==> src/rtl/fan_boost_consts.svh <==
// Offsets, field positions, reset values and timing figures of the fan boost block.
`ifndef FAN_BOOST_CONSTS_SVH
`define FAN_BOOST_CONSTS_SVH

// ----------------------------------------------------------------------------
// Register byte offsets on the APB.
// ----------------------------------------------------------------------------
`define FB_OFF_CTRL      8'h00
`define FB_OFF_HYST      8'h04
`define FB_OFF_BOOST_LIM 8'h08
`define FB_OFF_TACH_LIM0 8'h0C
`define FB_OFF_TACH_LIM1 8'h10
`define FB_OFF_TACH_BIND 8'h14
`define FB_OFF_TEMP_RES  8'h18
`define FB_OFF_STAT_B    8'h1C
`define FB_OFF_STAT_H    8'h20
`define FB_OFF_IRQ_MASK  8'h24
`define FB_OFF_LIVE      8'h28

// ----------------------------------------------------------------------------
// Field positions.
// ----------------------------------------------------------------------------
`define FB_CTRL_TACH_EN  0
`define FB_CTRL_TMO_LSB  8
`define FB_BIND_MASK_LSB 8
`define FB_STAT_TACH_LSB 4
`define FB_STAT_BOOST    8
`define FB_STAT_W        9

// ----------------------------------------------------------------------------
// Reset values and codes.
// ----------------------------------------------------------------------------
`define FB_RST_CTRL      16'h0500
`define FB_RST_HYST      4'h4
`define FB_RST_LIM_HI    8'h3C
`define FB_RST_LIM_LO    8'h23
`define FB_RST_TACH_LIM  16'hFFFF
`define FB_RST_BIND      12'h0E4
`define FB_FAULT_CODE    8'h80
`define FB_DUTY_FULL     8'hFF

// ----------------------------------------------------------------------------
// Timing: the hold-off timeout counts in ticks of one millisecond.
// ----------------------------------------------------------------------------
`define FB_CLK_PERIOD_NS 10
`define FB_TICK_NS       1000000
`define FB_TICK_CYCLES   (`FB_TICK_NS / `FB_CLK_PERIOD_NS)

`endif

==> src/rtl/fan_boost_pkg.sv <==
// Types shared by the fan boost and diode fault block.
package fan_boost_pkg;

   // Per-tachometer boost sequencing.
   typedef enum logic [1:0] {
      TB_IDLE,
      TB_ERR,
      TB_HOLD
   } tach_state_t;

endpackage : fan_boost_pkg

==> src/rtl/fan_boost_and_diode_fault.sv <==
// Diode fault capture and fan boost control with an APB register slave.
// Function
// - Check diode open/short before committing a result.
// - Diode fault sets that channel's status bit.
// - Diode fault loads result with fault code.
// - Diode terminals tied together means short fault.
// - Temperature boost forces both PWM outputs full.
// - Boost starts when a zone exceeds its limit.
// - Boost ends at or below limit minus hysteresis.
// - Limits reset to 60 and 35 degrees.
// - Tach boost works only when enabled.
// - Tach error when count exceeds its limit.
// - Unmasked tach error drives bound PWMs full.
// - Masked tach error never boosts a fan.
// - Bound PWMs hold full for timeout after error.
// - Recurring error cancels and later restarts timeout.
// - Limit of fault code masks that channel's check.
// - Temperatures compare as signed one-degree bytes.
// - Status recorded in two independently cleared sets.
//
// The register offsets and the APB interface to the registers were decided locally.
`timescale 1ns/1ps
`default_nettype none
`include "fan_boost_consts.svh"

module fan_boost_and_diode_fault
   import fan_boost_pkg::*;
#(
   parameter int unsigned TICK_CYCLES = `FB_TICK_CYCLES
) (
   input wire logic clk_sys_i,
   input wire logic rst_n_i,
   input wire logic psel_i,
   input wire logic penable_i,
   input wire logic pwrite_i,
   input wire logic [7:0] paddr_i,
   input wire logic [31:0] pwdata_i,
   output logic [31:0] prdata_o,
   output logic pready_o,
   output logic pslverr_o,
   input wire logic conv_valid_i,
   input wire logic [1:0] conv_chan_i,
   input wire logic [7:0] conv_temp_i,
   input wire logic [3:0] diode_open_i,
   input wire logic [3:0] diode_short_i,
   input wire logic [31:0] zone_temp_i,
   input wire logic [63:0] tach_count_i,
   input wire logic [7:0] pwm_duty_a_i,
   input wire logic [7:0] pwm_duty_b_i,
   output logic [7:0] fan_pwm_out_a_o,
   output logic [7:0] fan_pwm_out_b_o,
   output logic irq_o
);

   // -------------------------------------------------------------------------
   // Registers and internal signals.
   // -------------------------------------------------------------------------
   logic [15:0] ctrl_q;
   logic [3:0] hyst_q;
   logic [31:0] boost_lim_q;
   logic [63:0] tach_lim_q;
   logic [11:0] bind_q;
   logic [31:0] temp_res_q;
   logic [`FB_STAT_W-1:0] stat_b_q;
   logic [`FB_STAT_W-1:0] stat_h_q;
   logic [`FB_STAT_W-1:0] irq_mask_q;
   logic [`FB_STAT_W-1:0] stat_set;
   logic [31:0] prdata_q;
   logic [7:0] pwm_a_q;
   logic [7:0] pwm_b_q;
   logic irq_q;
   logic [7:0] diode_meta_q;
   logic [7:0] diode_sync_q;
   logic [3:0] diode_fault;
   logic [3:0] zone_boost_q;
   logic [3:0] zone_over;
   logic [3:0] tach_err;
   logic [3:0] tach_req;
   logic [3:0] tach_boost;
   logic [31:0] tick_cnt_q;
   logic tick;
   tach_state_t tach_state_q [4];
   logic [7:0] hold_q [4];

   // -------------------------------------------------------------------------
   // APB decode.
   // -------------------------------------------------------------------------
   // Read data is captured in the setup cycle, so the access phase answers at
   // once with data straight from a flip-flop.
   wire setup_w = psel_i & ~penable_i;
   wire wr_w = psel_i & penable_i & pwrite_i;
   wire sel_ctrl = paddr_i == `FB_OFF_CTRL;
   wire sel_hyst = paddr_i == `FB_OFF_HYST;
   wire sel_blim = paddr_i == `FB_OFF_BOOST_LIM;
   wire sel_tl0 = paddr_i == `FB_OFF_TACH_LIM0;
   wire sel_tl1 = paddr_i == `FB_OFF_TACH_LIM1;
   wire sel_bind = paddr_i == `FB_OFF_TACH_BIND;
   wire sel_tres = paddr_i == `FB_OFF_TEMP_RES;
   wire sel_stb = paddr_i == `FB_OFF_STAT_B;
   wire sel_sth = paddr_i == `FB_OFF_STAT_H;
   wire sel_msk = paddr_i == `FB_OFF_IRQ_MASK;
   wire sel_live = paddr_i == `FB_OFF_LIVE;
   wire mapped_w = sel_ctrl | sel_hyst | sel_blim | sel_tl0 | sel_tl1 | sel_bind |
                   sel_tres | sel_stb | sel_sth | sel_msk | sel_live;
   wire tach_en_w = ctrl_q[`FB_CTRL_TACH_EN];
   wire [7:0] timeout_w = ctrl_q[`FB_CTRL_TMO_LSB +: 8];
   wire [3:0] tach_mask_w = bind_q[`FB_BIND_MASK_LSB +: 4];
   wire [31:0] rd_mux_w =
      sel_ctrl ? {16'h0000, ctrl_q} :
      sel_hyst ? {28'h0000000, hyst_q} :
      sel_blim ? boost_lim_q :
      sel_tl0 ? tach_lim_q[31:0] :
      sel_tl1 ? tach_lim_q[63:32] :
      sel_bind ? {20'h00000, bind_q} :
      sel_tres ? temp_res_q :
      sel_stb ? {23'h000000, stat_b_q} :
      sel_sth ? {23'h000000, stat_h_q} :
      sel_msk ? {23'h000000, irq_mask_q} :
      sel_live ? {18'h00000, pwm_b_q == `FB_DUTY_FULL, pwm_a_q == `FB_DUTY_FULL,
                  4'h0, tach_boost, zone_boost_q} : 32'h00000000;

   assign pready_o = 1'b1;
   assign pslverr_o = psel_i & penable_i & ~mapped_w;
   assign prdata_o = prdata_q;

   // Read capture.
   always_ff @(posedge clk_sys_i) begin
      if (!rst_n_i) prdata_q <= 32'h00000000;
      else if (setup_w) prdata_q <= rd_mux_w;
   end

   // Configuration registers.
   always_ff @(posedge clk_sys_i) begin
      if (!rst_n_i) begin
         ctrl_q <= `FB_RST_CTRL;
         hyst_q <= `FB_RST_HYST;
         boost_lim_q <= {`FB_RST_LIM_LO, `FB_RST_LIM_LO,
                         `FB_RST_LIM_HI, `FB_RST_LIM_HI};
         tach_lim_q <= {4{`FB_RST_TACH_LIM}};
         bind_q <= `FB_RST_BIND;
         irq_mask_q <= '0;
      end else if (wr_w) begin
         if (sel_ctrl) ctrl_q <= pwdata_i[15:0];
         if (sel_hyst) hyst_q <= pwdata_i[3:0];
         if (sel_blim) boost_lim_q <= pwdata_i;
         if (sel_tl0) tach_lim_q[31:0] <= pwdata_i;
         if (sel_tl1) tach_lim_q[63:32] <= pwdata_i;
         if (sel_bind) bind_q <= pwdata_i[11:0];
         if (sel_msk) irq_mask_q <= pwdata_i[`FB_STAT_W-1:0];
      end
   end

   // -------------------------------------------------------------------------
   // Diode fault capture.
   // -------------------------------------------------------------------------
   // The open and short indications come from the analog front end, so they
   // pass two flip-flops before the commit logic looks at them.
   always_ff @(posedge clk_sys_i) begin
      if (!rst_n_i) begin
         diode_meta_q <= 8'h00;
         diode_sync_q <= 8'h00;
      end else begin
         diode_meta_q <= {diode_short_i, diode_open_i};
         diode_sync_q <= diode_meta_q;
      end
   end

   // A short is the two diode terminals tied to each other.
   assign diode_fault = diode_sync_q[3:0] | diode_sync_q[7:4];
   wire conv_fault_w = conv_valid_i & diode_fault[conv_chan_i];

   // Commit each new conversion, replacing it by the fault code on a fault.
   always_ff @(posedge clk_sys_i) begin
      if (!rst_n_i) temp_res_q <= 32'h00000000;
      else if (conv_valid_i)
         temp_res_q[conv_chan_i*8 +: 8] <= conv_fault_w ? `FB_FAULT_CODE : conv_temp_i;
   end

   // -------------------------------------------------------------------------
   // Temperature zone boost with hysteresis.
   // -------------------------------------------------------------------------
   for (genvar z = 0; z < 4; z++) begin : g_zone
      wire [7:0] t_w = zone_temp_i[z*8 +: 8];
      wire [7:0] l_w = boost_lim_q[z*8 +: 8];
      wire logic signed [8:0] ts_w = {t_w[7], t_w};
      wire logic signed [8:0] ls_w = {l_w[7], l_w};
      wire logic signed [8:0] thr_w = ls_w - $signed({5'h00, hyst_q});
      // A fault-code limit masks the zone, and a fault-code reading is no
      // temperature at all, so neither may start or hold a boost.
      wire valid_w = (l_w != `FB_FAULT_CODE) && (t_w != `FB_FAULT_CODE);
      assign zone_over[z] = valid_w && (ts_w > ls_w);
      // Set beats release, so a reading over the limit always holds the boost.
      always_ff @(posedge clk_sys_i) begin
         if (!rst_n_i) zone_boost_q[z] <= 1'b0;
         else if (!valid_w) zone_boost_q[z] <= 1'b0;
         else if (zone_over[z]) zone_boost_q[z] <= 1'b1;
         else if (ts_w <= thr_w) zone_boost_q[z] <= 1'b0;
      end
      AST_HYST_HOLD: assert property (@(posedge clk_sys_i) disable iff (!rst_n_i)
         zone_boost_q[z] && valid_w && (ts_w > thr_w) |=> zone_boost_q[z])
         else $error("zone boost released above the hysteresis point");
      AST_ZONE_ON: assert property (@(posedge clk_sys_i) disable iff (!rst_n_i)
         zone_over[z] |=> zone_boost_q[z])
         else $error("zone over its boost limit did not boost");
   end

   // -------------------------------------------------------------------------
   // Tachometer boost with hold-off timeout.
   // -------------------------------------------------------------------------
   // One shared millisecond tick; a hold therefore lasts between N and N+1
   // ticks, which saves a prescaler per fan.
   always_ff @(posedge clk_sys_i) begin
      if (!rst_n_i) tick_cnt_q <= 32'h00000000;
      else if (tick) tick_cnt_q <= 32'h00000000;
      else tick_cnt_q <= tick_cnt_q + 32'h00000001;
   end
   assign tick = tick_cnt_q >= 32'(TICK_CYCLES - 1);

   for (genvar t = 0; t < 4; t++) begin : g_tach
      assign tach_err[t] = tach_count_i[t*16 +: 16] > tach_lim_q[t*16 +: 16];
      assign tach_req[t] = tach_err[t] & tach_en_w & ~tach_mask_w[t];
      assign tach_boost[t] = tach_state_q[t] != TB_IDLE;
      // Each tachometer runs its own error, hold and release sequence.
      always_ff @(posedge clk_sys_i) begin
         if (!rst_n_i) begin
            tach_state_q[t] <= TB_IDLE;
            hold_q[t] <= 8'h00;
         end else if (!tach_en_w || tach_mask_w[t]) begin
            tach_state_q[t] <= TB_IDLE;
            hold_q[t] <= 8'h00;
         end else begin
            case (tach_state_q[t])
               TB_IDLE: if (tach_req[t]) tach_state_q[t] <= TB_ERR;
               TB_ERR: if (!tach_req[t]) begin
                  tach_state_q[t] <= (timeout_w == 8'h00) ? TB_IDLE : TB_HOLD;
                  hold_q[t] <= timeout_w;
               end
               // The count runs down to zero and one more tick ends the hold, so
               // the fan never drops before the whole programmed timeout.
               TB_HOLD: begin
                  if (tach_req[t]) tach_state_q[t] <= TB_ERR;
                  else if (tick && hold_q[t] == 8'h00) tach_state_q[t] <= TB_IDLE;
                  if (tick && hold_q[t] != 8'h00) hold_q[t] <= hold_q[t] - 8'h01;
               end
               default: tach_state_q[t] <= TB_IDLE;
            endcase
         end
      end
      AST_TACH_MASKED: assert property (@(posedge clk_sys_i) disable iff (!rst_n_i)
         tach_mask_w[t] |=> !tach_boost[t])
         else $error("masked tachometer kept a boost");
      AST_TACH_RETRIG: assert property (@(posedge clk_sys_i) disable iff (!rst_n_i)
         tach_state_q[t] == TB_HOLD && tach_req[t] |=> tach_state_q[t] == TB_ERR)
         else $error("recurring tach error did not cancel the timeout");
      AST_TACH_HOLD: assert property (@(posedge clk_sys_i) disable iff (!rst_n_i)
         tach_state_q[t] == TB_ERR && !tach_req[t] && tach_en_w && !tach_mask_w[t]
         && timeout_w != 8'h00 |=> tach_state_q[t] == TB_HOLD && hold_q[t] == $past(timeout_w))
         else $error("tach hold did not start with the programmed timeout");
      // While ticks remain, only a new error may move the sequence on.
      AST_TACH_KEEP: assert property (@(posedge clk_sys_i) disable iff (!rst_n_i)
         tach_state_q[t] == TB_HOLD && hold_q[t] != 8'h00 && tach_en_w && !tach_mask_w[t]
         |=> tach_boost[t])
         else $error("tach boost ended while the timeout still ran");
      AST_TACH_ERR: assert property (@(posedge clk_sys_i) disable iff (!rst_n_i)
         tach_req[t] |=> tach_state_q[t] == TB_ERR)
         else $error("tach error did not start a boost");
   end

   // Bound outputs of every boosting tachometer; bit 2t selects output A.
   wire [3:0] bind_a_w = {bind_q[6], bind_q[4], bind_q[2], bind_q[0]};
   wire [3:0] bind_b_w = {bind_q[7], bind_q[5], bind_q[3], bind_q[1]};
   wire boost_a_w = (|zone_boost_q) | (|(tach_boost & bind_a_w));
   wire boost_b_w = (|zone_boost_q) | (|(tach_boost & bind_b_w));

   // PWM duty outputs: full on under a zone boost or a bound tach boost, else the normal duty.
   always_ff @(posedge clk_sys_i) begin
      if (!rst_n_i) begin
         pwm_a_q <= 8'h00;
         pwm_b_q <= 8'h00;
      end else begin
         pwm_a_q <= boost_a_w ? `FB_DUTY_FULL : pwm_duty_a_i;
         pwm_b_q <= boost_b_w ? `FB_DUTY_FULL : pwm_duty_b_i;
      end
   end
   assign fan_pwm_out_a_o = pwm_a_q;
   assign fan_pwm_out_b_o = pwm_b_q;

   // -------------------------------------------------------------------------
   // Mirrored status sets and interrupt.
   // -------------------------------------------------------------------------
   // Each set clears on a one written to its own word; a set in the same cycle
   // wins, so no event is lost while the other controller is clearing.
   assign stat_set = {|zone_boost_q, tach_req, conv_fault_w ? 4'(4'h1 << conv_chan_i) : 4'h0};
   wire [`FB_STAT_W-1:0] clr_b_w = (wr_w && sel_stb) ? pwdata_i[`FB_STAT_W-1:0] : '0;
   wire [`FB_STAT_W-1:0] clr_h_w = (wr_w && sel_sth) ? pwdata_i[`FB_STAT_W-1:0] : '0;

   // Both sets take the same events; only their clears are separate.
   always_ff @(posedge clk_sys_i) begin
      if (!rst_n_i) begin
         stat_b_q <= '0;
         stat_h_q <= '0;
         irq_q <= 1'b0;
      end else begin
         stat_b_q <= (stat_b_q & ~clr_b_w) | stat_set;
         stat_h_q <= (stat_h_q & ~clr_h_w) | stat_set;
         irq_q <= |((stat_b_q | stat_h_q) & irq_mask_q);
      end
   end
   assign irq_o = irq_q;

   // -------------------------------------------------------------------------
   // Checks on outputs and status.
   // -------------------------------------------------------------------------
   AST_DIODE_CODE: assert property (@(posedge clk_sys_i) disable iff (!rst_n_i)
      conv_fault_w |=> temp_res_q[$past(conv_chan_i)*8 +: 8] == `FB_FAULT_CODE)
      else $error("diode fault did not load the fault code");
   AST_DIODE_STAT: assert property (@(posedge clk_sys_i) disable iff (!rst_n_i)
      conv_fault_w |=> stat_b_q[$past(conv_chan_i)] && stat_h_q[$past(conv_chan_i)])
      else $error("diode fault missing from a status set");
   AST_PWM_FULL: assert property (@(posedge clk_sys_i) disable iff (!rst_n_i)
      (|zone_boost_q) |=> fan_pwm_out_a_o == `FB_DUTY_FULL && fan_pwm_out_b_o == `FB_DUTY_FULL)
      else $error("temperature boost did not force both outputs full");
   AST_PWM_NORMAL: assert property (@(posedge clk_sys_i) disable iff (!rst_n_i)
      !boost_a_w |=> fan_pwm_out_a_o == $past(pwm_duty_a_i))
      else $error("output A did not follow the normal duty");
   AST_PWM_NORMAL_B: assert property (@(posedge clk_sys_i) disable iff (!rst_n_i)
      !boost_b_w |=> fan_pwm_out_b_o == $past(pwm_duty_b_i))
      else $error("output B did not follow the normal duty");
   // A tach boost forces full every output bound to that tachometer.
   AST_TACH_BIND_A: assert property (@(posedge clk_sys_i) disable iff (!rst_n_i)
      (|(tach_boost & bind_a_w)) |=> fan_pwm_out_a_o == `FB_DUTY_FULL)
      else $error("bound tach boost did not force output A full");
   AST_TACH_BIND_B: assert property (@(posedge clk_sys_i) disable iff (!rst_n_i)
      (|(tach_boost & bind_b_w)) |=> fan_pwm_out_b_o == `FB_DUTY_FULL)
      else $error("bound tach boost did not force output B full");
   // An event in the cycle of a clear must still land in both sets.
   AST_STAT_SET: assert property (@(posedge clk_sys_i) disable iff (!rst_n_i)
      stat_set != '0 |=> (stat_b_q & $past(stat_set)) == $past(stat_set)
      && (stat_h_q & $past(stat_set)) == $past(stat_set))
      else $error("a status event was lost from a mirrored set");
   AST_RESET_LIM: assert property (@(posedge clk_sys_i)
      !rst_n_i |=> boost_lim_q == 32'h23233C3C)
      else $error("boost limits wrong after reset");

endmodule : fan_boost_and_diode_fault
`default_nettype wire

==> config.mk <==
export PLATFORM = sky130hd
export DESIGN_NAME = fan_boost_and_diode_fault
export DESIGN_NICKNAME = d
export VERILOG_FILES = /design/src/rtl/fan_boost_pkg.sv /design/src/rtl/fan_boost_and_diode_fault.sv
export VERILOG_INCLUDE_DIRS = /design/src /design/src/rtl
export SDC_FILE = /design/constraint.sdc
export NUM_CORES = 1
export LEC_CHECK = 0
export ABC_AREA = 1
export BUFFER_PORTS_ARGS = -buffer_cell sky130_fd_sc_hd__buf_2
export CORE_UTILIZATION = 40
export CTS_BUF_LIST = sky130_fd_sc_hd__clkbuf_16
export DETAILED_ROUTE_END_ITERATION = 12
export PLACE_DENSITY_LB_ADDON = 0.15
export SYNTH_ARGS = -nofsm -noshare
export SYNTH_HDL_FRONTEND = slang
export SYNTH_SLANG_ARGS = --single-unit
==> constraint.sdc <==
create_clock -name clk_sys_i -period 4.2 [get_ports clk_sys_i]
set_input_delay 1.26 -clock clk_sys_i [delete_from_list [all_inputs] [get_ports clk_sys_i]]
set_output_delay 1.26 -clock clk_sys_i [all_outputs]
set_load 0.02 [all_outputs]
# Word level (Yosys, flattened, before mapping)
# Memories as Yosys holds them, arrays and structs flattened.
# Index checks and enable logic that the tools add are counted.
[word_totals]
output_inout_bits = 51
register_bits = 288
wordCells = 416
mem_count = 2
input_bits = 176
ramBits = 40
[classes]
addsub = 10
shifts = 3
muxes = 194
reduce_logical = 65
n_eq_ne = 28
n_lt_le_gt_ge = 14
bitwise = 79
[mem_list]
columns = ["memory", "words", "word_bits", "rd", "rd_clocked_by_memory_dff", "wr", "line_no", "rtl"]
rows = [
  ["hold_q", 4, 8, 4, 0, 4, "fan_boost_and_diode_fault.sv:83", "logic [7:0] hold_q [4];"],
  ["tach_state_q", 4, 2, 4, 0, 4, "fan_boost_and_diode_fault.sv:82", "tach_state_t tach_state_q [4];"],
]
[op_table]
columns = ["cell", "n"]
rows = [
  ["32-bit two-way mux", 7],
  ["1-bit two-way mux", 138],
  ["8-bit two-way mux", 15],
  ["16-bit > comparator", 4],
  ["8-bit inequality test, second input constant", 8],
  ["14-bit two-way mux", 4],
  ["2-bit two-way mux", 25],
  ["8-bit logical NOT", 6],
  ["1-bit OR", 48],
  ["8-bit by 9-bit less-or-equal comparator with 1-bit output", 4],
  ["8-bit by 5-bit subtractor with 9-bit output", 4],
  ["5-bit negation with 34-bit output", 1],
  ["8-bit by 34-bit variable shift with 32-bit output, first input constant", 1],
  ["8-bit by 34-bit variable part select with 32-bit output", 1],
  ["32-bit by 1-bit adder with 32-bit output, second input constant", 1],
  ["32-bit bitwise mux", 1],
  ["8-bit by 5-bit == test with 1-bit output, second input constant", 4],
  ["32-bit by 17-bit >= comparator with 1-bit output, second input constant", 1],
  ["8-bit > comparator", 4],
  ["8-bit nonzero test", 4],
  ["8-bit by 1-bit subtractor with 8-bit output, second input constant", 4],
  ["9-bit bitwise AND", 3],
  ["9-bit OR", 3],
  ["8-bit by 6-bit == test with 1-bit output, second input constant", 3],
  ["other kinds (25)", 99],
]

# Logic depth before layout (Yosys ltp)
# Gate-level depths: netlist of run 1.
[logic_depth]
word_depth = 13
mapped_depth = 18
depth_no_buf = 18

# Worst setup path before layout of run 1
# OpenSTA, ideal clock, no wires.
[synth_path]
path_kind = "input to output"
start = "in paddr_i[0]"
end = "out pslverr_o"
required_time_ns = 2.940
n_path_buf = 1
cell_stages = 9
t_arrival_ns = 2.398
setup_slack_ns = 0.542
cell_sequence = "inv_1 nand2_2 nor2_4 nand2_4 buf_2 nand4_1 nor4_1 nand4_1 nor2_1"
[synth_via]
elab_chain_cells = 13
[synth_lines]
columns = ["element", "line_no", "rtl"]
rows = [
  ["start, declared", "fan_boost_and_diode_fault.sv:36", "input wire logic [7:0] paddr_i,"],
  ["8-bit by 3-bit == test with 1-bit output (no source line) or 8-bit logical NOT (tied branches)", "n/a", ""],
  ["1-bit OR (6 in series)", "fan_boost_and_diode_fault.sv:103", "wire mapped_w = sel_ctrl | sel_hyst | sel_blim | sel_tl0 | sel_tl1 | sel_bind |"],
  ["1-bit OR (3 in series)", "fan_boost_and_diode_fault.sv:104", "sel_tres | sel_stb | sel_sth | sel_msk | sel_live;"],
  ["1-bit OR *", "fan_boost_and_diode_fault.sv:104", ""],
  ["1-bit NOT *", "fan_boost_and_diode_fault.sv:123", "assign pslverr_o = psel_i & penable_i & ~mapped_w;"],
  ["1-bit bitwise AND *", "fan_boost_and_diode_fault.sv:123", ""],
  ["end, declared", "fan_boost_and_diode_fault.sv:40", "output logic pslverr_o,"],
]
# Every way passes the cells marked *; elsewhere a longest branch is shown, timed or not.

# Worst setup path after layout of run 1
# Ends and elaborated chain as after synthesis.

==> qor.csv, run 1 <==
metric;value;unit
status;finished clean;
final cycle utilization of the critical path;94.7;%
final setup vio count;0;
final core utilization;47.2;%
Die Ht;217;um
largest net degree at the start of global routing;139;
type of destination of the critical path;output pin;
worst vdd ir;0.351;mV
TritonCTS clock tree;yes;
Fillers;4603;
area grow syn2layout;16.4;%
dpl cells;3176;
Core ar.;45500;um^2
Slowest-stage cell, CP;nor4_2;
htree depth;2;
GR Util All Layers;26.6;%
achievable frequency;0.251;GHz
worst-margin pin slew;0.846;ns
min Tclk post-route;3.98;ns
Post-synth ARST share;0;%
max-cap check violation count;0;
DRT iter0 DRCs;1453;
Cell Rows;78;
Mapped Area;18500;um^2
Most used DFF post-synth;dfxtp_1;
Synth Instances;2398;
Post-Layout Inst Area;21500;um^2
DRC;0;
Avg Synthesized Cell Area;7.70;um^2
crit path max fanout;7;
Sink Count;328;
first-pass GRT wire length;96.4;mm
Post-synth EDFFs;40;
endpoints failing hold;0;
vias in the first global route;16600;
clk root buf;clkbuf_16;
initial antenna violation count;7;
Clock Latency Late Sink;0.57;ns
sequential share of the synthesized area;37.7;%
Power, Total;7.20;mW
count of state elements after synthesis;328;
Num CTS Buffers;38;
CP Data Arrival Time;2.72;ns
hold path startpoint;diode_meta_q[2];
drt pass-1 iters;6;
final WL;63.0;mm
Max clock buf depth;3;
Worst EP required;2.94;ns
Startpoint Class;input pin;
Worst path max stage delay;0.22;ns
TNS Setup;0;ns
reg2reg start;hyst_q[1];
post-synthesis mux area share;0;%
proportion of layout cells with a drive suffix above 1;14.0;%
Chip Width;217;um
Clock Skews;0.0270;ns
compound-cell area share of the yosys netlist;18.7;%
drt wl/cell;19.4;um
Starting Density;40.6;%
Worst slew margin;43.4;%
worst hold slack;0.404;ns
Remaining Overflow, GRT;0;
Worst R2R Path Depth;18;
final RePlAce weighted congestion;0.899;
Reg2Reg Setup Slack;0.59;ns
Post-Synth Simple-Gate Area;20.7;%
Setup WS pre-CTS;0.0486;ns
io pins;227;
RSZ-0062 raised after global routing;false;
Reg2Reg Capture Point;zone_boost_q[0];
Via density;5.36;
die area;47000;um^2
main combinational cell family by area after synthesis;simple AND/OR/NAND/NOR gates;
critical-path cell list;buf_2 > inv_1 > nand2_2 > nor2_4 > inv_2 > nor2_4 > nor2_1 > nand4_1 > nor4_2 > nand4_1 > nor2_1 > buf_2;
Final Non-Filler Cells;3249;
slack of the critical path;0.222;ns
Leak;9.93;nW
Syn. warnings;0;
Vias;17400;
Synth Area in Adders;11.5;%
Max Slew Vio Count;0;
Post-Synth XOR/XNOR Area;2.56;%
DRT antenna net count;0;
Pwr Density;335;nW/um^2
Hold EP;diode_sync_q[2];
Clk pin slew, worst setup/hold paths;0.05;ns
Placed Area;20200;um^2
Port Buffers;225;
Hold WC Path Type;reg2reg;
nets;2959;
hold_buf cts;0;
Final HPWL DP;48.1;mm
Worst Setup Path Type;in2out;
hold depth;2;
Unique masters post-synth;60;
## how the worst max path moves through the flow
| stage | startpoint | cells after the start | slack (ns) | endpoint |
|---|---|---|---|---|
| after floorplan | paddr_i[0] | 9 | 0.54 | pslverr_o |
| after global placement | paddr_i[6] | 8 | 0.09 | pslverr_o |
| after detailed placement | paddr_i[6] | 8 | 0.05 | pslverr_o |
| after CTS | paddr_i[6] | 8 | 0.05 | pslverr_o |
| after global routing | paddr_i[0] | 12 | 0.10 | pslverr_o |
| final | paddr_i[0] | 12 | 0.22 | pslverr_o |
## placed cells by master, fill, tap and decap left out, types with 25 or more instances in the layout
| master | instances |
|---|---|
| nand4_1 | 50 |
| buf_2 | 224 |
| inv_1 | 296 |
| o211ai_1 | 87 |
| buf_4 | 25 |
| nand3_1 | 96 |
| o21ai_0 | 176 |
| clkbuf_16 | 39 |
| a21oi_1 | 228 |
| ha_1 | 163 |
| edfxtp_1 | 40 |
| nor2_1 | 186 |
| nor3_1 | 29 |
| nand2_1 | 409 |
| dfxtp_1 | 288 |
| xor2_1 | 39 |
## repair_timing
action                                  in CTS  in global routing
hold endpoints to repair                     0                  0
endpoints found under the setup margin       0                  1
buffers inserted                             0                  0
gates resized for setup                      0                  2
## cell families (layout without fill, tap and decap cells)
family | after synthesis | after routing
adder cells (fa/ha/maj) | 167 | 167
buffers and inverters | 398 | 630
AO/OA/AOI/OAI | 600 | 600
XOR/XNOR | 54 | 54
flip-flops | 328 | 328
AND/OR/NAND/NOR | 849 | 849
other | 2 | 21
## layer usage
| metal | GRT usage [%] | wire, um |
|---|---|---|
| met1 | 37.3 | 28800 |
| met4 | 8.52 | 1810 |
| met3 | 4.67 | 4590 |
| met5 | 0 | 10 |
| met2 | 41.3 | 27800 |
## report_power, final
group / internal [mW] / total [mW] / leakage, nW / switching [mW]
clock network: 2.01 / 3.41 / 0.623 / 1.40
registers: 3.21 / 3.24 / 2.83 / 0.0311
logic: 0.184 / 0.550 / 6.47 / 0.366
## worst max-delay path: cells and delay by family
kind,cells,cell delay (ns)
buf+inv,4,0.40
simple gates,8,1.06
## sequential cells by signal (all words and copies together), names as in the netlist
register / cells
irq_o: 1
tach_state_q: 8
diode_meta_q: 8
temp_res_q: 32
hyst_q: 4
fan_pwm_out_a_o: 8
zone_boost_q: 4
irq_mask_q: 9
tick_cnt_q: 32
boost_lim_q: 32
diode_sync_q: 8
ctrl_q: 16
prdata_o: 32
fan_pwm_out_b_o: 8
bind_q: 12
tach_lim_q: 64
stat_h_q: 9
hold_q: 32
stat_b_q: 9
## cell usage after synthesis (all sizes together), types with 15 or more instances
| master | number | area share, % |
|---|---|---|
| nor3 | 32 | 0.98 |
| nand4 | 50 | 1.7 |
| ha | 163 | 11 |
| dfxtp | 288 | 31 |
| a22oi | 15 | 0.61 |
| xnor2 | 15 | 0.71 |
| o211ai | 87 | 3.5 |
| clkbuf | 34 | 0.69 |
| xor2 | 39 | 1.9 |
| buf | 54 | 1.7 |
| a21oi | 228 | 6.2 |
| inv | 308 | 6.3 |
| o21ai | 195 | 5.3 |
| nor2 | 203 | 4.8 |
| nor4 | 16 | 0.58 |
| o221ai | 15 | 0.71 |
| nand2 | 424 | 8.9 |
| nand3 | 99 | 2.8 |
| o22ai | 21 | 0.71 |
| edfxtp | 40 | 6.5 |
## final cells by class
cell class,count,area (um^2),share of cell area (%)
clock inverter,29,292,1.36
clock buffer,39,976,4.54
multi-input combinational,1686,9940,46.3
antenna,5,12.5,0.0583
inverter,310,1170,5.43
sequential,328,6970,32.4
timing repair buffer,252,1370,6.37
tap,600,751,3.50
No activity file was read; power rests on OpenSTA's default activity.
==> run 2: changes to the inputs <==
--- a/config.mk
+++ b/config.mk
@@ -9,7 +9,7 @@
 export ABC_AREA = 1
 export BUFFER_PORTS_ARGS = -buffer_cell sky130_fd_sc_hd__buf_2
 export CORE_UTILIZATION = 40
-export CTS_BUF_LIST = sky130_fd_sc_hd__clkbuf_16
+export CTS_BUF_LIST = sky130_fd_sc_hd__clkbuf_8
 export DETAILED_ROUTE_END_ITERATION = 12
 export PLACE_DENSITY_LB_ADDON = 0.15
 export SYNTH_ARGS = -nofsm -noshare
==> run 2 against run 1 <==
Against the previous run: sequential share of layout area increased by 0.11 points; die area unchanged; final cell count increased by 1.1%; non-clock buffer count unchanged; first-iteration DRC count increased by 8.5%; clock-buffer cell count increased by 28; sequential power about the same; critical path depth unchanged; utilization decreased by 0.15 points; clock skew increased by 0.010 ns; routed wire length increased by 0.41%; hold slack improved by 0.0050 ns.
==> qor.csv, run 2 (synthesis gave the netlist of run 1 again) <==
metric;value;unit
status;finished clean;
Worst path max stage delay;0.22;ns
dpl cells;3176;
Via density;5.33;
CP Data Arrival Time;2.72;ns
Biggest register;tach_lim_q;
register share of total power;47.1;%
drt pass-1 iters;5;
Crit path max-delay family;simple AND/OR/NAND/NOR gates;
worst-margin pin slew;0.855;ns
Die Ht;217;um
type of destination of the critical path;output pin;
critical-path cell list;buf_2 > inv_1 > nand2_2 > nor2_4 > inv_2 > nor2_4 > nor2_1 > nand4_1 > nor4_2 > nand4_1 > nor2_1 > buf_2;
Chip Width;217;um
DRT antenna net count;0;
Worst slew margin;42.8;%
Starting Density;40.6;%
Remaining Overflow, GRT;0;
io pins;227;
most common cell after layout, fill and taps aside;nand2_1;
Register Area;6970;um^2
crit path max fanout;7;
Clock Skews;0.0374;ns
worst path bufs/invs;4;
clock network power share;45.0;%
Clk pin slew, worst setup/hold paths;0.05;ns
Cell Rows;78;
P_sw;1.80;mW
Num CTS Buffers;57;
achievable frequency;0.251;GHz
Max clock buf depth;3;
Final Non-Filler Cells;3285;
min Tclk post-route;3.98;ns
hold_buf cts;0;
die area;47000;um^2
Pwr Density;322;nW/um^2
RSZ-0062 raised after global routing;false;
Sw Ratio;26.1;%
Core ar.;45500;um^2
DRT iter0 DRCs;1577;
multi-input logic area;9940;um^2
commonest cells after routing, fill and taps aside;nand2_1 (409), inv_1 (310), dfxtp_1 (288);
hold path startpoint;diode_meta_q[2];
final WL;63.2;mm
Sink Count;328;
proportion of layout cells with a drive suffix above 1;14.7;%
final setup vio count;0;
TNS Setup;0;ns
Slowest-stage cell, CP;nor4_2;
Comb pwr share;8.0;%
Hold WC Path Type;reg2reg;
Max Slew Vio Count;0;
final RePlAce weighted congestion;0.899;
GR Util All Layers;26.8;%
largest net degree at the start of global routing;139;
Vias;17500;
TritonCTS clock tree;yes;
final cycle utilization of the critical path;94.7;%
initial antenna violation count;7;
worst vdd ir;0.228;mV
drt wl/cell;19.2;um
max-cap check violation count;0;
Worst EP required;2.94;ns
Leak;9.98;nW
Startpoint Class;input pin;
endpoints failing hold;0;
vias in the first global route;16800;
Port Buffers;225;
Fillers;4644;
htree depth;2;
Largest register FFs;64;
first-pass GRT wire length;97.1;mm
nets;2978;
worst setup path startpoint;paddr_i[0];
Worst Setup Path Type;in2out;
reg2reg start;hyst_q[1];
DRC;0;
clk root buf;clkbuf_8;
Clock Latency Late Sink;0.67;ns
Final HPWL DP;48.1;mm
area grow syn2layout;16.0;%
internal power;5.10;mW
## run 2: routing by layer
| metal | vias up | part of all wire [%] | GRT usage, % |
|---|---|---|---|
| met1 | 8156 | 46 | 37.1 |
| met4 | 2 | 2.9 | 8.33 |
| li1 | 8631 | - | - |
| met3 | 111 | 7.4 | 5.21 |
| met5 | - | 0.016 | 0 |
| met2 | 599 | 44 | 41.8 |
## run 2: worst reg2reg max path, stage by stage (launching register included)
cell and delay [ns]:
dfxtp_1 0.31, inv_1 0.52, ha_1 0.35, nand2_1 0.07, nor2_1 0.04, a211oi_1 0.27, nor2_1 0.11, nor3_1 0.26
nand3_1 0.13, xor2_1 0.17, ha_1 0.30, nand2_1 0.07, nor3_1 0.23, nand2_1 0.09, o2111ai_1 0.20, o211ai_1 0.14
o21ai_0 0.18, nand2_1 0.07, inv_1 0.05
## run 2: worst paths after layout
path | end | slack [ns] | cells past startpoint
worst max-delay path | pslverr_o | 0.22 | 12
worst min-delay path | diode_sync_q[2] | 0.41 | 2
worst max register to register | zone_boost_q[0] | 0.61 | 18
worst min register to register | diode_sync_q[2] | 0.41 | 2
## run 2: metrics by stage
stage | worst slack [ns] | hold WS [ns] | cell area, um^2 | util, % | power (mW)
final | 0.221 | 0.409 | 21400 | 47.1 | 6.90
after global routing | 0.108 | 0.439 | 21400 | 47.1 | 7.18
after CTS | 0.0526 | 0.409 | 21400 | 47.0 | 6.97
after detailed placement | 0.0486 | 0.395 | 20200 | 44.4 | 3.86
after global placement | 0.0862 | 0.396 | 20200 | 44.4 | 3.85
after floorplan | 0.542 | 0.390 | 18500 | - | 3.59
## run 2: power by group through the flow
stage	combinational [mW]	clock (mW)	sequential (mW)
5_1_grt	0.609	3.32	3.25
6_report	0.550	3.10	3.25
2_1_floorplan	0.266	0	3.33
3_5_place_dp	0.544	0	3.31
4_1_cts	0.547	3.18	3.25
3_3_place_gp	0.534	0	3.31
## run 2: final cells by class
cell class	instances	area share [%]
diodes	5	0.0584
well taps	600	3.51
inverters	310	5.45
clock buffers	67	4.31
flip-flops and latches	328	32.5
repair buffers	252	6.39
multi-input cells	1686	46.5
clock inverters	37	1.29
## run 2: timing repair
action	in CTS	in global routing
gates resized for setup	0	2
endpoints found under the setup margin	0	1
setup buffers	0	0
